--- src/rtl/pm_defs.svh ---
`ifndef PM_DEFS_SVH
`define PM_DEFS_SVH

// --------------------------------------------------------------
// Register offsets within the block
// --------------------------------------------------------------
`define PM_OFS_EN_HIGH 4'h3
`define PM_OFS_CTL_LOW 4'h4
`define PM_OFS_CTL_HIGH 4'h5
`define PM_OFS_TMR0 4'h8
`define PM_OFS_TMR1 4'h9
`define PM_OFS_TMR2 4'ha

// --------------------------------------------------------------
// Field positions, masks and reset values
// --------------------------------------------------------------
`define PM_BTN_GATE_BIT 0
`define PM_RTC_GATE_BIT 2
`define PM_MASTER_GATE_BIT 0
`define PM_BM_WAKE_BIT 1
`define PM_GLOBAL_REL_BIT 2
`define PM_OVR_EN_BIT 1
`define PM_TMR_MSB_BIT 23
`define PM_EN_HIGH_MASK 8'h05
`define PM_CTL_LOW_MASK 8'h03
`define PM_GLOBAL_REL_MASK 8'h04
`define PM_CTL_HIGH_MASK 8'h02
`define PM_REG_RESET 8'h00
`define PM_TMR_W 24
`define PM_TMR_RESET 24'h000000

// --------------------------------------------------------------
// Timing
// --------------------------------------------------------------
`define PM_CLK_HZ 40000000
`define PM_TMR_HZ 3579545
`define PM_ACC_W 26
`define PM_OVR_HOLD_S 4
`define PM_HOLD_W 28

`endif

--- src/rtl/pm_pkg.sv ---
package pm_pkg;

    typedef enum logic [2:0] {
        ST_WORKING = 3'b001,
        ST_SLEEPING = 3'b010,
        ST_SOFT_OFF = 3'b100
    } power_state_t;

endpackage : pm_pkg

--- src/rtl/pm_timer_if.sv ---
`timescale 1ns/10ps
`default_nettype none

interface pm_timer_if;
    logic run;
    logic clear;
    logic [23:0] count;
    logic msb_toggle;

    modport ctl (output run, output clear, input count, input msb_toggle);
    modport tmr (input run, input clear, output count, output msb_toggle);
endinterface : pm_timer_if

`default_nettype wire

--- src/rtl/pm_fixed_event_ctl.sv ---
`timescale 1ns/10ps
`default_nettype none
`include "pm_defs.svh"

module pm_fixed_event_ctl #(
    parameter int unsigned OVR_HOLD_CYCLES = `PM_OVR_HOLD_S * `PM_CLK_HZ
) (
    // Clock and standby power-on reset
    input wire logic sys_clk,
    input wire logic rst_n,
    // Host I/O register port, offsets from the block base
    input wire logic [3:0] io_addr,
    input wire logic io_rd,
    input wire logic io_wr,
    input wire logic [7:0] io_wdata,
    output logic [7:0] io_rdata,
    // Asynchronous pins
    input wire logic host_bus_reset,
    input wire logic button_in,
    input wire logic rtc_alarm2,
    input wire logic busmaster_request,
    input wire logic clk14_present,
    // Chip-side controls
    input wire logic busmaster_control_bit,
    input wire logic timer_event_gate,
    input wire logic firmware_event_gate,
    input wire logic sleep_request,
    input wire logic button_flag_clr,
    input wire logic alarm_flag_clr,
    input wire logic override_flag_clr,
    input wire logic timer_flag_clr,
    input wire logic firmware_flag_clr,
    // Flags
    output logic button_press_flag,
    output logic clock_alarm_flag,
    output logic button_override_flag,
    output logic timer_msb_toggle_flag,
    output logic firmware_event_flag,
    // Events and power pin
    output logic sci,
    output logic smi,
    output logic wake_event,
    output logic power_on_output_n,
    output logic power_on_oe
);
    localparam logic [`PM_HOLD_W-1:0] HOLD_LIM = `PM_HOLD_W'(OVR_HOLD_CYCLES);

    // --------------------------------------------------------------
    // Pin synchronisers and edge detect
    // --------------------------------------------------------------
    logic s_host_rst, s_button, s_alarm, s_bm_req, s_clk14;
    logic btn_prev_ff, alarm_prev_ff;
    logic btn_rise, alarm_rise;

    pm_sync2 #(.W(5)) u_sync (
        .sys_clk(sys_clk),
        .rst_n(rst_n),
        .d({host_bus_reset, button_in, rtc_alarm2, busmaster_request, clk14_present}),
        .q({s_host_rst, s_button, s_alarm, s_bm_req, s_clk14})
    );

    assign btn_rise = s_button && !btn_prev_ff;
    assign alarm_rise = s_alarm && !alarm_prev_ff;

    // --------------------------------------------------------------
    // Timer
    // --------------------------------------------------------------
    pm_timer_if tif ();
    pm_timer u_timer (
        .sys_clk(sys_clk),
        .rst_n(rst_n),
        .tif(tif)
    );

    // --------------------------------------------------------------
    // State
    // --------------------------------------------------------------
    pm_pkg::power_state_t state_ff, nxt_state;
    logic [7:0] en_high_ff, nxt_en_high;
    logic [7:0] ctl_low_ff, nxt_ctl_low;
    logic [7:0] ctl_high_ff, nxt_ctl_high;
    logic gbl_ff, nxt_gbl;
    logic btn_flag_ff, nxt_btn_flag;
    logic alarm_flag_ff, nxt_alarm_flag;
    logic ovr_flag_ff, nxt_ovr_flag;
    logic tmr_flag_ff, nxt_tmr_flag;
    logic fw_flag_ff, nxt_fw_flag;
    logic [15:0] latch_ff, nxt_latch;
    logic [7:0] rdata_ff, nxt_rdata;
    logic [`PM_HOLD_W-1:0] hold_ff, nxt_hold;
    logic sci_ff, nxt_sci;
    logic smi_ff, nxt_smi;
    logic wake_ff, nxt_wake;
    logic pon_n_ff, nxt_pon_n;
    logic pon_oe_ff, nxt_pon_oe;
    logic ovr_fire, gbl_write, btn_pending, working, master;

    assign working = state_ff == pm_pkg::ST_WORKING;
    assign master = ctl_low_ff[`PM_MASTER_GATE_BIT];
    assign btn_pending = btn_flag_ff && en_high_ff[`PM_BTN_GATE_BIT];
    assign gbl_write = io_wr && io_addr == `PM_OFS_CTL_LOW && io_wdata[`PM_GLOBAL_REL_BIT];
    // Fires once per hold; the counter parks at the limit until release
    assign ovr_fire = s_button && ctl_high_ff[`PM_OVR_EN_BIT]
        && hold_ff == HOLD_LIM - `PM_HOLD_W'(1) && state_ff != pm_pkg::ST_SOFT_OFF;

    assign tif.run = working && s_clk14;
    assign tif.clear = s_host_rst;

    always_comb begin
        nxt_en_high = en_high_ff;
        nxt_ctl_low = ctl_low_ff;
        nxt_ctl_high = ctl_high_ff;
        nxt_latch = latch_ff;
        nxt_rdata = rdata_ff;
        // Register writes; reserved bits are masked off
        if (io_wr) begin
            unique case (io_addr)
                `PM_OFS_EN_HIGH: nxt_en_high = io_wdata & `PM_EN_HIGH_MASK;
                `PM_OFS_CTL_LOW: nxt_ctl_low = io_wdata & `PM_CTL_LOW_MASK;
                `PM_OFS_CTL_HIGH: nxt_ctl_high = io_wdata & `PM_CTL_HIGH_MASK;
                default: ;
            endcase
        end
        // Register reads; a read of the low timer byte freezes the upper two
        if (io_rd) begin
            unique case (io_addr)
                `PM_OFS_EN_HIGH: nxt_rdata = en_high_ff;
                `PM_OFS_CTL_LOW: nxt_rdata = ctl_low_ff | (gbl_ff ? `PM_GLOBAL_REL_MASK : 8'h00);
                `PM_OFS_CTL_HIGH: nxt_rdata = ctl_high_ff;
                `PM_OFS_TMR0: begin
                    nxt_rdata = tif.count[7:0];
                    nxt_latch = tif.count[23:8];
                end
                `PM_OFS_TMR1: nxt_rdata = latch_ff[7:0];
                `PM_OFS_TMR2: nxt_rdata = latch_ff[15:8];
                default: nxt_rdata = 8'h00;
            endcase
        end
        if (s_host_rst) begin
            nxt_latch = '0;
        end
    end

    always_comb begin
        // Flags: clear first, so a same-cycle set wins
        nxt_btn_flag = btn_flag_ff;
        if (button_flag_clr) nxt_btn_flag = 1'b0;
        if (btn_rise) nxt_btn_flag = 1'b1;
        if (ovr_fire) nxt_btn_flag = 1'b0;
        nxt_ovr_flag = ovr_flag_ff;
        if (override_flag_clr) nxt_ovr_flag = 1'b0;
        if (ovr_fire) nxt_ovr_flag = 1'b1;
        nxt_alarm_flag = alarm_flag_ff;
        if (alarm_flag_clr) nxt_alarm_flag = 1'b0;
        if (alarm_rise) nxt_alarm_flag = 1'b1;
        nxt_tmr_flag = tmr_flag_ff;
        if (timer_flag_clr) nxt_tmr_flag = 1'b0;
        if (tif.msb_toggle) nxt_tmr_flag = 1'b1;
        nxt_fw_flag = fw_flag_ff;
        nxt_gbl = gbl_ff;
        if (firmware_flag_clr) begin
            nxt_fw_flag = 1'b0;
            nxt_gbl = 1'b0;
        end
        if (gbl_write) begin
            nxt_fw_flag = 1'b1;
            nxt_gbl = 1'b1;
        end
        // Hold counter for the override
        nxt_hold = '0;
        if (s_button) begin
            nxt_hold = (hold_ff == HOLD_LIM) ? hold_ff : hold_ff + `PM_HOLD_W'(1);
        end
    end

    always_comb begin
        nxt_state = state_ff;
        nxt_wake = 1'b0;
        unique case (state_ff)
            pm_pkg::ST_WORKING: begin
                if (ovr_fire) nxt_state = pm_pkg::ST_SOFT_OFF;
                else if (sleep_request) nxt_state = pm_pkg::ST_SLEEPING;
            end
            pm_pkg::ST_SLEEPING: begin
                if (ovr_fire) begin
                    nxt_state = pm_pkg::ST_SOFT_OFF;
                end else if (btn_pending) begin
                    nxt_wake = 1'b1;
                    nxt_state = pm_pkg::ST_WORKING;
                end
            end
            pm_pkg::ST_SOFT_OFF: begin
                // The button always powers the machine up, gated or not
                if ((s_bm_req && ctl_low_ff[`PM_BM_WAKE_BIT]) || btn_rise) begin
                    nxt_state = pm_pkg::ST_WORKING;
                end
            end
            default: nxt_state = pm_pkg::ST_WORKING;
        endcase
        // Open-drain power pin: driven low while on, released in soft-off
        nxt_pon_n = nxt_state == pm_pkg::ST_SOFT_OFF;
        nxt_pon_oe = nxt_state != pm_pkg::ST_SOFT_OFF;
        nxt_sci = master && (
            (btn_pending && working)
            || (alarm_flag_ff && en_high_ff[`PM_RTC_GATE_BIT])
            || (ctl_low_ff[`PM_BM_WAKE_BIT] && busmaster_control_bit)
            || (tmr_flag_ff && timer_event_gate));
        nxt_smi = fw_flag_ff && firmware_event_gate;
    end

    always_ff @(posedge sys_clk or negedge rst_n) begin
        if (!rst_n) begin
            state_ff <= pm_pkg::ST_WORKING;
            en_high_ff <= `PM_REG_RESET;
            ctl_low_ff <= `PM_REG_RESET;
            ctl_high_ff <= `PM_REG_RESET;
            gbl_ff <= 1'b0;
            btn_flag_ff <= 1'b0;
            alarm_flag_ff <= 1'b0;
            ovr_flag_ff <= 1'b0;
            tmr_flag_ff <= 1'b0;
            fw_flag_ff <= 1'b0;
            latch_ff <= '0;
            rdata_ff <= 8'h00;
            hold_ff <= '0;
            btn_prev_ff <= 1'b0;
            alarm_prev_ff <= 1'b0;
            sci_ff <= 1'b0;
            smi_ff <= 1'b0;
            wake_ff <= 1'b0;
            pon_n_ff <= 1'b0;
            pon_oe_ff <= 1'b1;
        end else begin
            state_ff <= nxt_state;
            en_high_ff <= nxt_en_high;
            ctl_low_ff <= nxt_ctl_low;
            ctl_high_ff <= nxt_ctl_high;
            gbl_ff <= nxt_gbl;
            btn_flag_ff <= nxt_btn_flag;
            alarm_flag_ff <= nxt_alarm_flag;
            ovr_flag_ff <= nxt_ovr_flag;
            tmr_flag_ff <= nxt_tmr_flag;
            fw_flag_ff <= nxt_fw_flag;
            latch_ff <= nxt_latch;
            rdata_ff <= nxt_rdata;
            hold_ff <= nxt_hold;
            btn_prev_ff <= s_button;
            alarm_prev_ff <= s_alarm;
            sci_ff <= nxt_sci;
            smi_ff <= nxt_smi;
            wake_ff <= nxt_wake;
            pon_n_ff <= nxt_pon_n;
            pon_oe_ff <= nxt_pon_oe;
        end
    end

    assign io_rdata = rdata_ff;
    assign button_press_flag = btn_flag_ff;
    assign clock_alarm_flag = alarm_flag_ff;
    assign button_override_flag = ovr_flag_ff;
    assign timer_msb_toggle_flag = tmr_flag_ff;
    assign firmware_event_flag = fw_flag_ff;
    assign sci = sci_ff;
    assign smi = smi_ff;
    assign wake_event = wake_ff;
    assign power_on_output_n = pon_n_ff;
    assign power_on_oe = pon_oe_ff;
endmodule : pm_fixed_event_ctl

`default_nettype wire

--- src/rtl/pm_sync2.sv ---
`timescale 1ns/10ps
`default_nettype none

module pm_sync2 #(
    parameter int W = 1
) (
    // Clock and reset
    input wire logic sys_clk,
    input wire logic rst_n,
    // Data
    input wire logic [W-1:0] d,
    output logic [W-1:0] q
);
    logic [W-1:0] meta_ff;
    logic [W-1:0] sync_ff;

    always_ff @(posedge sys_clk or negedge rst_n) begin
        if (!rst_n) begin
            meta_ff <= '0;
            sync_ff <= '0;
        end else begin
            meta_ff <= d;
            sync_ff <= meta_ff;
        end
    end

    assign q = sync_ff;
endmodule : pm_sync2

`default_nettype wire

--- src/rtl/pm_timer.sv ---
`timescale 1ns/10ps
`default_nettype none
`include "pm_defs.svh"

module pm_timer (
    // Clock and standby reset
    input wire logic sys_clk,
    input wire logic rst_n,
    // Control and count
    pm_timer_if.tmr tif
);
    logic [`PM_ACC_W-1:0] acc_ff, nxt_acc;
    logic [`PM_TMR_W-1:0] count_ff, nxt_count;
    logic toggle_ff, nxt_toggle;
    logic [`PM_ACC_W-1:0] sum;

    // --------------------------------------------------------------
    // Fractional tick: exact 3.579545 MHz average from the 40 MHz clock
    // --------------------------------------------------------------
    always_comb begin
        sum = acc_ff + `PM_ACC_W'(`PM_TMR_HZ);
        nxt_acc = acc_ff;
        nxt_count = count_ff;
        if (tif.run) begin
            if (sum >= `PM_ACC_W'(`PM_CLK_HZ)) begin
                nxt_acc = sum - `PM_ACC_W'(`PM_CLK_HZ);
                nxt_count = count_ff + `PM_TMR_W'(1);
            end else begin
                nxt_acc = sum;
            end
        end
        nxt_toggle = nxt_count[`PM_TMR_MSB_BIT] != count_ff[`PM_TMR_MSB_BIT];
        if (tif.clear) begin
            nxt_acc = '0;
            nxt_count = `PM_TMR_RESET;
            nxt_toggle = 1'b0;
        end
    end

    always_ff @(posedge sys_clk or negedge rst_n) begin
        if (!rst_n) begin
            acc_ff <= '0;
            count_ff <= `PM_TMR_RESET;
            toggle_ff <= 1'b0;
        end else begin
            acc_ff <= nxt_acc;
            count_ff <= nxt_count;
            toggle_ff <= nxt_toggle;
        end
    end

    assign tif.count = count_ff;
    assign tif.msb_toggle = toggle_ff;
endmodule : pm_timer

`default_nettype wire

--- config.mk ---
export PLATFORM = sky130hd
export DESIGN_NAME = pm_fixed_event_ctl
export DESIGN_NICKNAME = d
export VERILOG_FILES = /design/src/rtl/pm_pkg.sv /design/src/rtl/pm_timer_if.sv /design/src/rtl/pm_fixed_event_ctl.sv /design/src/rtl/pm_sync2.sv /design/src/rtl/pm_timer.sv
export VERILOG_INCLUDE_DIRS = /design/src /design/src/rtl
export SDC_FILE = /design/constraint.sdc
export NUM_CORES = 1
export LEC_CHECK = 0
export ABC_AREA = 1
export CORE_MARGIN = 1.5
export CORE_UTILIZATION = 70
export CTS_CLUSTER_DIAMETER = 100
export CTS_CLUSTER_SIZE = 20
export DETAILED_ROUTE_END_ITERATION = 8
export DONT_BUFFER_PORTS = 1
export PLACE_DENSITY_LB_ADDON = 0.25
export RECOVER_POWER = 25
export SLEW_MARGIN = 25
export SYNTH_ARGS = -nofsm -noshare
export SYNTH_HDL_FRONTEND = slang
export SYNTH_SLANG_ARGS = --single-unit
--- constraint.sdc ---
create_clock -name sys_clk -period 4.6 [get_ports sys_clk]
set_clock_uncertainty 0.2 [all_clocks]
set_input_delay 0.23 -clock sys_clk [delete_from_list [all_inputs] [get_ports sys_clk]]
set_output_delay 0.23 -clock sys_clk [all_outputs]
set_load 0.1 [all_outputs]
==> Word-level counts from Yosys, hierarchy flattened <==
Cells that the tools add are included.
{ "word_totals": {"register_bits": 133, "input_bits": 30, "output_inout_bits": 18, "word_cells": 117} }
{ "op_classes": {"addsub": 4, "magnitude_cmp": 1, "n_eq_ne": 16, "muxes": 34, "n_bitwise": 1, "n_reduce_logical": 36} }
{ "ops": {"columns": ["op", "count"], "rows": [
  ["$mux 26", 3],
  ["$mux 24", 3],
  ["$eq 28x28->1 const B", 2],
  ["$mux 28", 2],
  ["$mux 16", 3],
  ["$pmux 8 s6", 1],
  ["$add 28x1->28 const B", 1],
  ["$add 26x22->26 const B", 1],
  ["$ge 26x26->1 const B", 1],
  ["$sub 26x26->26 const B", 1],
  ["$add 24x1->24 const B", 1],
  ["$mux 3", 6],
  ["$logic_and 1x1->1", 16],
  ["$reduce_bool 2->1", 8],
  ["$mux 1", 15],
  ["$eq 4x4->1 const B", 3],
  ["$reduce_and 2->1", 5],
  ["$pmux 3 s3", 1],
  ["$eq 4x3->1 const B", 2],
  ["$eq 3x3->1 const B", 2],
  ["$ne 3x3->1 const B", 2],
  ["$eq 4x2->1 const B", 1],
  ["$logic_or 1x1->1", 4],
  ["$eq 3x1->1 const B", 1],
  ["6 further kinds", 7]
]} }

==> Longest topological paths before layout <==
Gate-level depths: netlist (run 1).
{ "logic_depth": {"depth_word": 6, "depth_mapped": 20, "depth_no_buf": 20} }

==> Cells and area by module <==
A second synthesis (run 1) with hierarchy kept.
{ "unflattened": {"cells_unflattened": 1198, "hier_area_um2": 8239.2} }
{ "modules_own_cells": {"columns": ["module", "n_inst", "cells_each", "area_per_inst_um2", "seq_area_each_um2"], "rows": [
  ["pm_timer", 1, 647, 4055.1, 1276.2],
  ["pm_fixed_event_ctl", 1, 541, 3933.8, 1804.2],
  ["pm_sync2", 1, 10, 250.2, 250.2]
]} }

==> Worst setup path before layout (run 1) <==
Ideal clock, no wire load.
{ "synth_timing": {"kind": "reg2reg", "start": "register u_timer.acc_ff[0]", "end": "register u_timer.count_ff[3] (netlist: u_timer.tif.count[3])", "setup_ns": 0.119, "arrival_ns": 2.219, "setup_slack_ns": 2.062, "stages_incl_launch_ff": 19, "cell_sequence": "dfrtp_1 ha_1 nand2_1 nand2_1 nand2_1 nand2_1 nand2_2 nand2_1 nand2_1 nand2_2 nor2_2 nand2_1 nor2_2 nand4_4 nand3_4 nand2_4 buf_6 nand3_2 o21ai_2"} }
{ "synth_between": {"elab_chain_len": 4} }
{ "synth_lines": {"columns": ["element", "line_no", "text"], "rows": [
  ["start, declared", "pm_timer.sv:12", "logic [`PM_ACC_W-1:0] acc_ff, nxt_acc;"],
  ["start signal, assigned", "pm_timer.sv:46", "acc_ff <= nxt_acc;"],
  ["$add 26x22->26", "pm_timer.sv:21", "sum = acc_ff + `PM_ACC_W'(`PM_TMR_HZ);"],
  ["$ge 26x26->1", "pm_timer.sv:25", "if (sum >= `PM_ACC_W'(`PM_CLK_HZ)) begin"],
  ["$reduce_bool 2->1 (no source line)", null, null],
  ["$reduce_and 2->1 (no source line)", null, null],
  ["end signal, assigned", "pm_timer.sv:43", "count_ff <= `PM_TMR_RESET;"],
  ["end signal, assigned", "pm_timer.sv:47", "count_ff <= nxt_count;"],
  ["end, declared", "pm_timer.sv:13", "logic [`PM_TMR_W-1:0] count_ff, nxt_count;"]
]} }
No other way between the ends.
A chain may end at the register's enable or synchronous reset.

==> Final worst setup path (run 1) <==
{ "layout_timing": {"start": "register u_timer.acc_ff[0]", "end": "register u_timer.count_ff[14] (netlist: u_timer.tif.count[14])"} }
The elaborated chain is that of the path after synthesis.

==> results of run 1 <==
==> worst max-delay path, cell delays in order, from the launching register on <==
cell,delay [ns]
dfrtp_1,0.43
ha_1,0.22
nand2_1,0.13
a21oi_1,0.35
nand4_1,0.21
nand2_1,0.11
nand2_1,0.05
nand2_1,0.15
nand2_1,0.14
nor2_4,0.17
nand3_2,0.15
nand3_4,0.42
nand2_4,0.36
nand3_2,0.18
o21ai_2,0.07
==> area by class of cell <==
| class | instances | area (µm²) | area share [%] |
|---|---|---|---|
| multi-input cells | 759 | 4030 | 44.41 |
| flip-flops and latches | 133 | 3331 | 36.70 |
| inverters | 155 | 586.8 | 6.466 |
| clock buffers | 20 | 456.7 | 5.032 |
| repair buffers | 31 | 322.8 | 3.557 |
| well taps | 143 | 178.9 | 1.972 |
| clock inverters | 12 | 168.9 | 1.861 |
==> power breakdown <==
| group | total (mW) | switching (mW) | internal [mW] |
|---|---|---|---|
| Combinational | 1.27 | 0.889 | 0.381 |
| Clock | 1.46 | 0.571 | 0.893 |
| Sequential | 1.48 | 0.217 | 1.27 |
==> cell usage in the layout, fill, tap and decap left out, types with 3 or more instances in the layout <==
cell and count:
a21oi_1 31, a221oi_1 3, a31oi_1 3, bufinv_16 3
clkbuf_16 17, clkinv_1 3, clkinv_4 4, dfrtp_1 131
dlygate4sd3_1 28, ha_1 6, inv_1 141, inv_2 10
nand2_1 258, nand2_2 25, nand2_4 6, nand3_1 99
nand3_2 24, nand3b_1 3, nand4_1 20, nor2_1 81
nor2_2 12, nor2_4 7, nor3_1 30, nor3_2 3
nor4_1 8, o21ai_0 47, o21ai_1 6, o21ai_2 22
o22ai_1 27, xnor2_1 4, xor2_1 19
==> layer usage <==
metal | wire [µm] | GRT usage (%) | share of wire, % | vias up
li1 | - | - | - | 3561
met1 | 8566 | 46.50 | 38 | 3640
met2 | 10880 | 61.81 | 49 | 421
met3 | 1572 | 8.178 | 7.0 | 113
met4 | 1290 | 22.82 | 5.8 | 0
met5 | 0 | 0 | 0 | -
==> registers in the layout, indices dropped and copies added (netlist names), 3 cells and up <==
signal / count
hold_ff: 28
io_rdata: 8
u_sync.meta_ff: 5
u_timer.acc_ff: 26
state_ff: 3
u_sync.q: 5
u_timer.tif.count: 24
latch_ff: 16
==> how the worst max path moves through the flow <==
| stage | cells past startpoint | from | to |
|---|---|---|---|
| floorplan | 18 | u_timer.acc_ff[0] | u_timer.tif.count[3] |
| global placement | 17 | u_timer.acc_ff[0] | u_timer.tif.count[2] |
| detailed placement | 17 | u_timer.acc_ff[0] | u_timer.tif.count[2] |
| CTS | 17 | u_timer.acc_ff[0] | u_timer.tif.count[22] |
| global route | 17 | u_timer.acc_ff[0] | u_timer.tif.count[22] |
| finish | 14 | u_timer.acc_ff[0] | u_timer.tif.count[14] |
==> through the flow <==
stage                     util [%]  power (mW)
after detailed placement     71.92       2.664
final                        80.16       4.217
after CTS                    80.16       4.155
after global routing         80.16       4.421
after global placement       71.88       2.628
after floorplan                  -       2.403
==> cell families after synthesis <==
group	after synthesis	share of synthesized area, %
buffers and inverters	175	9.051
flip-flops	133	41.19
adder cells (fa/ha/maj)	6	0.9283
AND/OR/NAND/NOR	582	35.12
AO/OA/AOI/OAI	147	11.02
XOR/XNOR	24	2.692
==> what timing repair did <==
item	CTS	global route
hold endpoints to repair	160	0
hold buffers	29	0
resized for setup	0	0
==> run metrics, run 1 <==
status complete, no violations; Vias 7735; die footprint around 12000 µm²; CTS buffer count 17; number of DRC markers in iteration 0 698; CP Launch Type flop; placed inst area 8142 µm²; WL/cell between 15 and 20 µm; Final Setup Violations 0; total negative slack 0 ns; endpoints failing hold 0; routability congestion estimate 0.9453; CTS tree done; hold_sp io_addr[2]; Worst-Skew Late Latency 0.44 ns; fill count 708; synth cell count leaders 258 x nand2_1, 141 x inv_1, 131 x dfrtp_1; flop and latch count out of synthesis approximately 130; Cells after Synth 1067; Die H 110.5 µm; maximum VDD drop 0.0003926 V; Synth Net Count 1103; post-synthesis sequential area ratio about two fifths; reg-to-reg startpoint u_timer.acc_ff[0]; share of layout cells above drive strength 1 about 14%; # rows 39; max-slew violation count 0; n_diodes 0; critical path required time 4.70 ns; Yosys top cell by area dfrtp_1; final worst setup slack 1.098 ns; worst reg2reg path endpoint u_timer.tif.count[14]; post-synthesis async set-or-reset flop share 100.0%; Hold WC Path Type primary input to flop; Total GRT Usage ~38%; top-count cell post-synth nand2_1; synthesized area 8087 µm²; Distinct cells, synth 49; global route overflow 0; initial antenna violation count 0; Critical Path End Type flop; Post-Layout Inst Area 9075 µm²; Hold WS about 0.072 ns; HPWL Detailed between 10000 and 15000 µm; synth top area cells dfrtp_1 41%, nand2_1 12%, inv_1 6.5%; CTS H-tree lvls 4; drt total wl 22310 µm; hold depth 5; Final Critical Period 3.502 ns; Mean Syn Cell Area 7.579 µm²; Arr. time, crit path 3.61 ns; Yosys top cell area share slightly above 40%; Pleak 4.230 nW; P&R area growth vs syn 12.22%; number of synthesized flops with an enable pin 0; setup repair bufs after CTS 0; Core Region 11320 µm²; I/O pin count 48; reg2reg setup slack about 1.1 ns; clk root buf clkbuf_16; drc violations 0; Die X 110.5 µm; critical-path maximum fanout 33; Clock Tree Buf Depth 2; IO buf count 0; vias in the first global route roughly 7600; layout net count around 1100; 1st-pass router iterations 6; largest net degree at the start of global routing 134; Max Freq 0.2855 GHz; measured slew at the worst slew-check pin approximately 0.95 ns; P per Cell Area 464.7 nW/µm²; Via density 6.173; Synth Flop Type dfrtp_1; hold endpoint io_rdata[4]; Tcrit/Tclk final 76.13%; RSZ-0062 raised after global routing false; Crit Path Class flop to flop; Ys Warns 0; cell count after placement 1192; Worst-path clk slew ~0.06 ns; Layout Cells excl Fill around 1300; Worst Reg-to-Reg Cells 14; max_slew headroom 36.82%; effective utilization at floorplan 71.43%; Routed Antenna Nets 0; first-pass GRT wire length between 30000 and 40000 µm; CTS sink cnt 133; pre-CTS setup slack around 1.2 ns; max cap viols 0
No activity file was read; power rests on OpenSTA's default activity.
==> run 2: changes to the inputs <==
--- a/config.mk
+++ b/config.mk
@@ -8,7 +8,7 @@
 export LEC_CHECK = 0
 export ABC_AREA = 1
 export CORE_MARGIN = 1.5
-export CORE_UTILIZATION = 70
+export CORE_UTILIZATION = 58
 export CTS_CLUSTER_DIAMETER = 100
 export CTS_CLUSTER_SIZE = 20
 export DETAILED_ROUTE_END_ITERATION = 8
==> constraint.sdc (replaced) <==
create_clock -name sys_clk -period 3 [get_ports sys_clk]
set_clock_uncertainty 0.2 [all_clocks]
set_input_delay 0.15 -clock sys_clk [delete_from_list [all_inputs] [get_ports sys_clk]]
set_output_delay 0.15 -clock sys_clk [all_outputs]
set_load 0.1 [all_outputs]
==> run metrics, run 2 (synthesis results as in run 1) <==
hold buffer count at cts 32; Worst-Skew Late Latency 0.43 ns; Worst Reg-to-Reg Cells 16; Final Power roughly 6.5 mW; Crit Path Class flop to flop; Max Freq roughly 0.35 GHz; metal2 WL slightly above 10000 µm; critical path required time 3.15 ns; IO buf count 0; Tcrit/Tclk final 95.82%; max_slew headroom 37.86%; top layer used by detailed routing met4; max-slew violation count 0; fill count around 1000; Hold WC Path Type primary input to async pin; critical-path maximum fanout 11; # rows 42; CTS buffer count 17; reg-to-reg startpoint u_timer.acc_ff[12]; drc violations 0; largest net degree at the start of global routing between 100 and 150; effective utilization at floorplan between 60% and 70%; CP Launch Type flop; measured slew at the worst slew-check pin ~0.93 ns; Vias 7544; total negative slack 0 ns; DR WL met3 1144 µm; Top reg by flops hold_ff; Final Setup Violations 0; Total GRT Usage 29.16%; Hold WS -0.7873 ns; initial antenna violation count 0; Clock Tree Buf Depth 2; HPWL Detailed 13350 µm; global route overflow 0; highest-count cells in the layout ignoring fill and taps 251 x nand2_1, 141 x inv_1, 128 x dfrtp_1, 97 x nand3_1, 81 x nor2_1; clk root buf clkbuf_16; Metal-1 WL 8961 µm; commonest non-fill, non-tap cell in the layout nand2_1; Pleak 4.349 nW; n_diodes 0; number of DRC markers in iteration 0 634; Final Critical Period 2.874 ns; routability congestion estimate 0.9033; I/O pin count 48; failing checks negative hold slack; share of layout cells above drive strength 1 16.93%; Routed Antenna Nets 0; worst reg2reg path endpoint u_timer.tif.count[8]; Worst-path clk slew 0.07 ns; vias in the first global route 7132; CTS sink cnt 133; Die X 121.1 µm; die footprint 14660 µm²; status complete, but fails checks; Arr. time, crit path 3.02 ns; 1st-pass router iterations 5; RSZ-0062 raised after global routing true; max reg flops 28; Core Region between 10000 and 15000 µm²; first-pass GRT wire length approximately 34000 µm; layout net count 1163; CTS tree done; P per Cell Area 681.3 nW/µm²; WL/cell 15.97 µm; endpoints failing hold 133; max cap viols 0; maximum VDD drop 0.0004963 V; Critical Path End Type flop; Die H roughly 120 µm; reg2reg setup slack between 0.1 and 0.15 ns; CTS H-tree lvls 4; drt total wl 21010 µm; P&R area growth vs syn 17.33%; Via density 5.733
-- run 2: changes by cell type in the layout (fill, tap and decap cells not counted), moves of 3 or more --
cell,delta
inv_6,+3
nor2_2,-4
nand2_8,+4
buf_4,+19
nor2_4,+4
nand2_1,-7
nand2_2,+6
dfrtp_1,-3
dlygate4sd3_1,+4
dfrtp_2,+3
-- run 2: worst max path at each step --
stage                                   from               endpoint  slack [ns]  cells after the start
after CTS                  u_timer.acc_ff[0]   u_timer.tif.count[0]        0.03                     17
after global placement     u_timer.acc_ff[0]  u_timer.tif.count[22]        0.11                     17
after global routing      u_timer.acc_ff[12]  u_timer.tif.count[22]       -0.05                     16
after floorplan            u_timer.acc_ff[0]   u_timer.tif.count[3]        0.46                     18
final                     u_timer.acc_ff[12]   u_timer.tif.count[8]        0.13                     16
after detailed placement   u_timer.acc_ff[0]   u_timer.tif.count[2]        0.03                     17
-- run 2: layout make-up --
type	instances	area [µm²]	share of cell area, %
Sequential cell	133	3334	35.14
Clock buffer	18	439.2	4.629
Clock inverter	14	163.9	1.728
Inverter	155	586.8	6.185
Tap cell	176	220.2	2.321
Multi-Input combinational cell	762	4178	44.03
Timing Repair Buffer	58	565.5	5.961
-- run 2: metrics by stage --
step | utilization [%] | instance area, µm² | cells | worst slack, ns
after global routing | 70.80 | 9488 | 1316 | -0.04595
after floorplan | - | 8087 | 1067 | 0.4621
after global placement | 62.08 | 8319 | 1242 | 0.1077
final | 70.80 | 9488 | 1316 | 0.1255
after detailed placement | 62.08 | 8319 | 1242 | 0.02518
after CTS | 69.10 | 9260 | 1306 | 0.03193
-- run 2: repair_timing --
item	in CTS	in global routing
buffers inserted	0	6
gates resized for setup	2	27
endpoints found under the hold margin	163	133
pin swaps	0	8
setup endpoints to repair	3	41
cloned	0	4
-- run 2: worst max-delay path, stage by stage, from the launching register on --
cell	delay (ns)
dfrtp_1	0.46
nor2_4	0.21
nand2_2	0.15
nor2_4	0.12
nand2_4	0.10
nand3_1	0.12
nand3_1	0.11
nand2_2	0.14
inv_2	0.05
nor2_2	0.15
a21oi_2	0.09
nor2_8	0.17
nand3_4	0.19
buf_6	0.19
nand2_8	0.13
nand3_2	0.08
o21ai_1	0.11
-- run 2: where the power goes --
part	switching, mW	total, mW	internal [mW]
Combinational	1.39	2.05	0.656
Clock	0.893	2.16	1.27
Sequential	0.305	2.25	1.95
-- run 2: metal layers --
metal | up-vias | global-route usage, %
met5 | - | 0
met4 | 0 | 9.559
met3 | 58 | 5.686
met2 | 269 | 48.86
met1 | 3588 | 38.14
li1 | 3629 | -
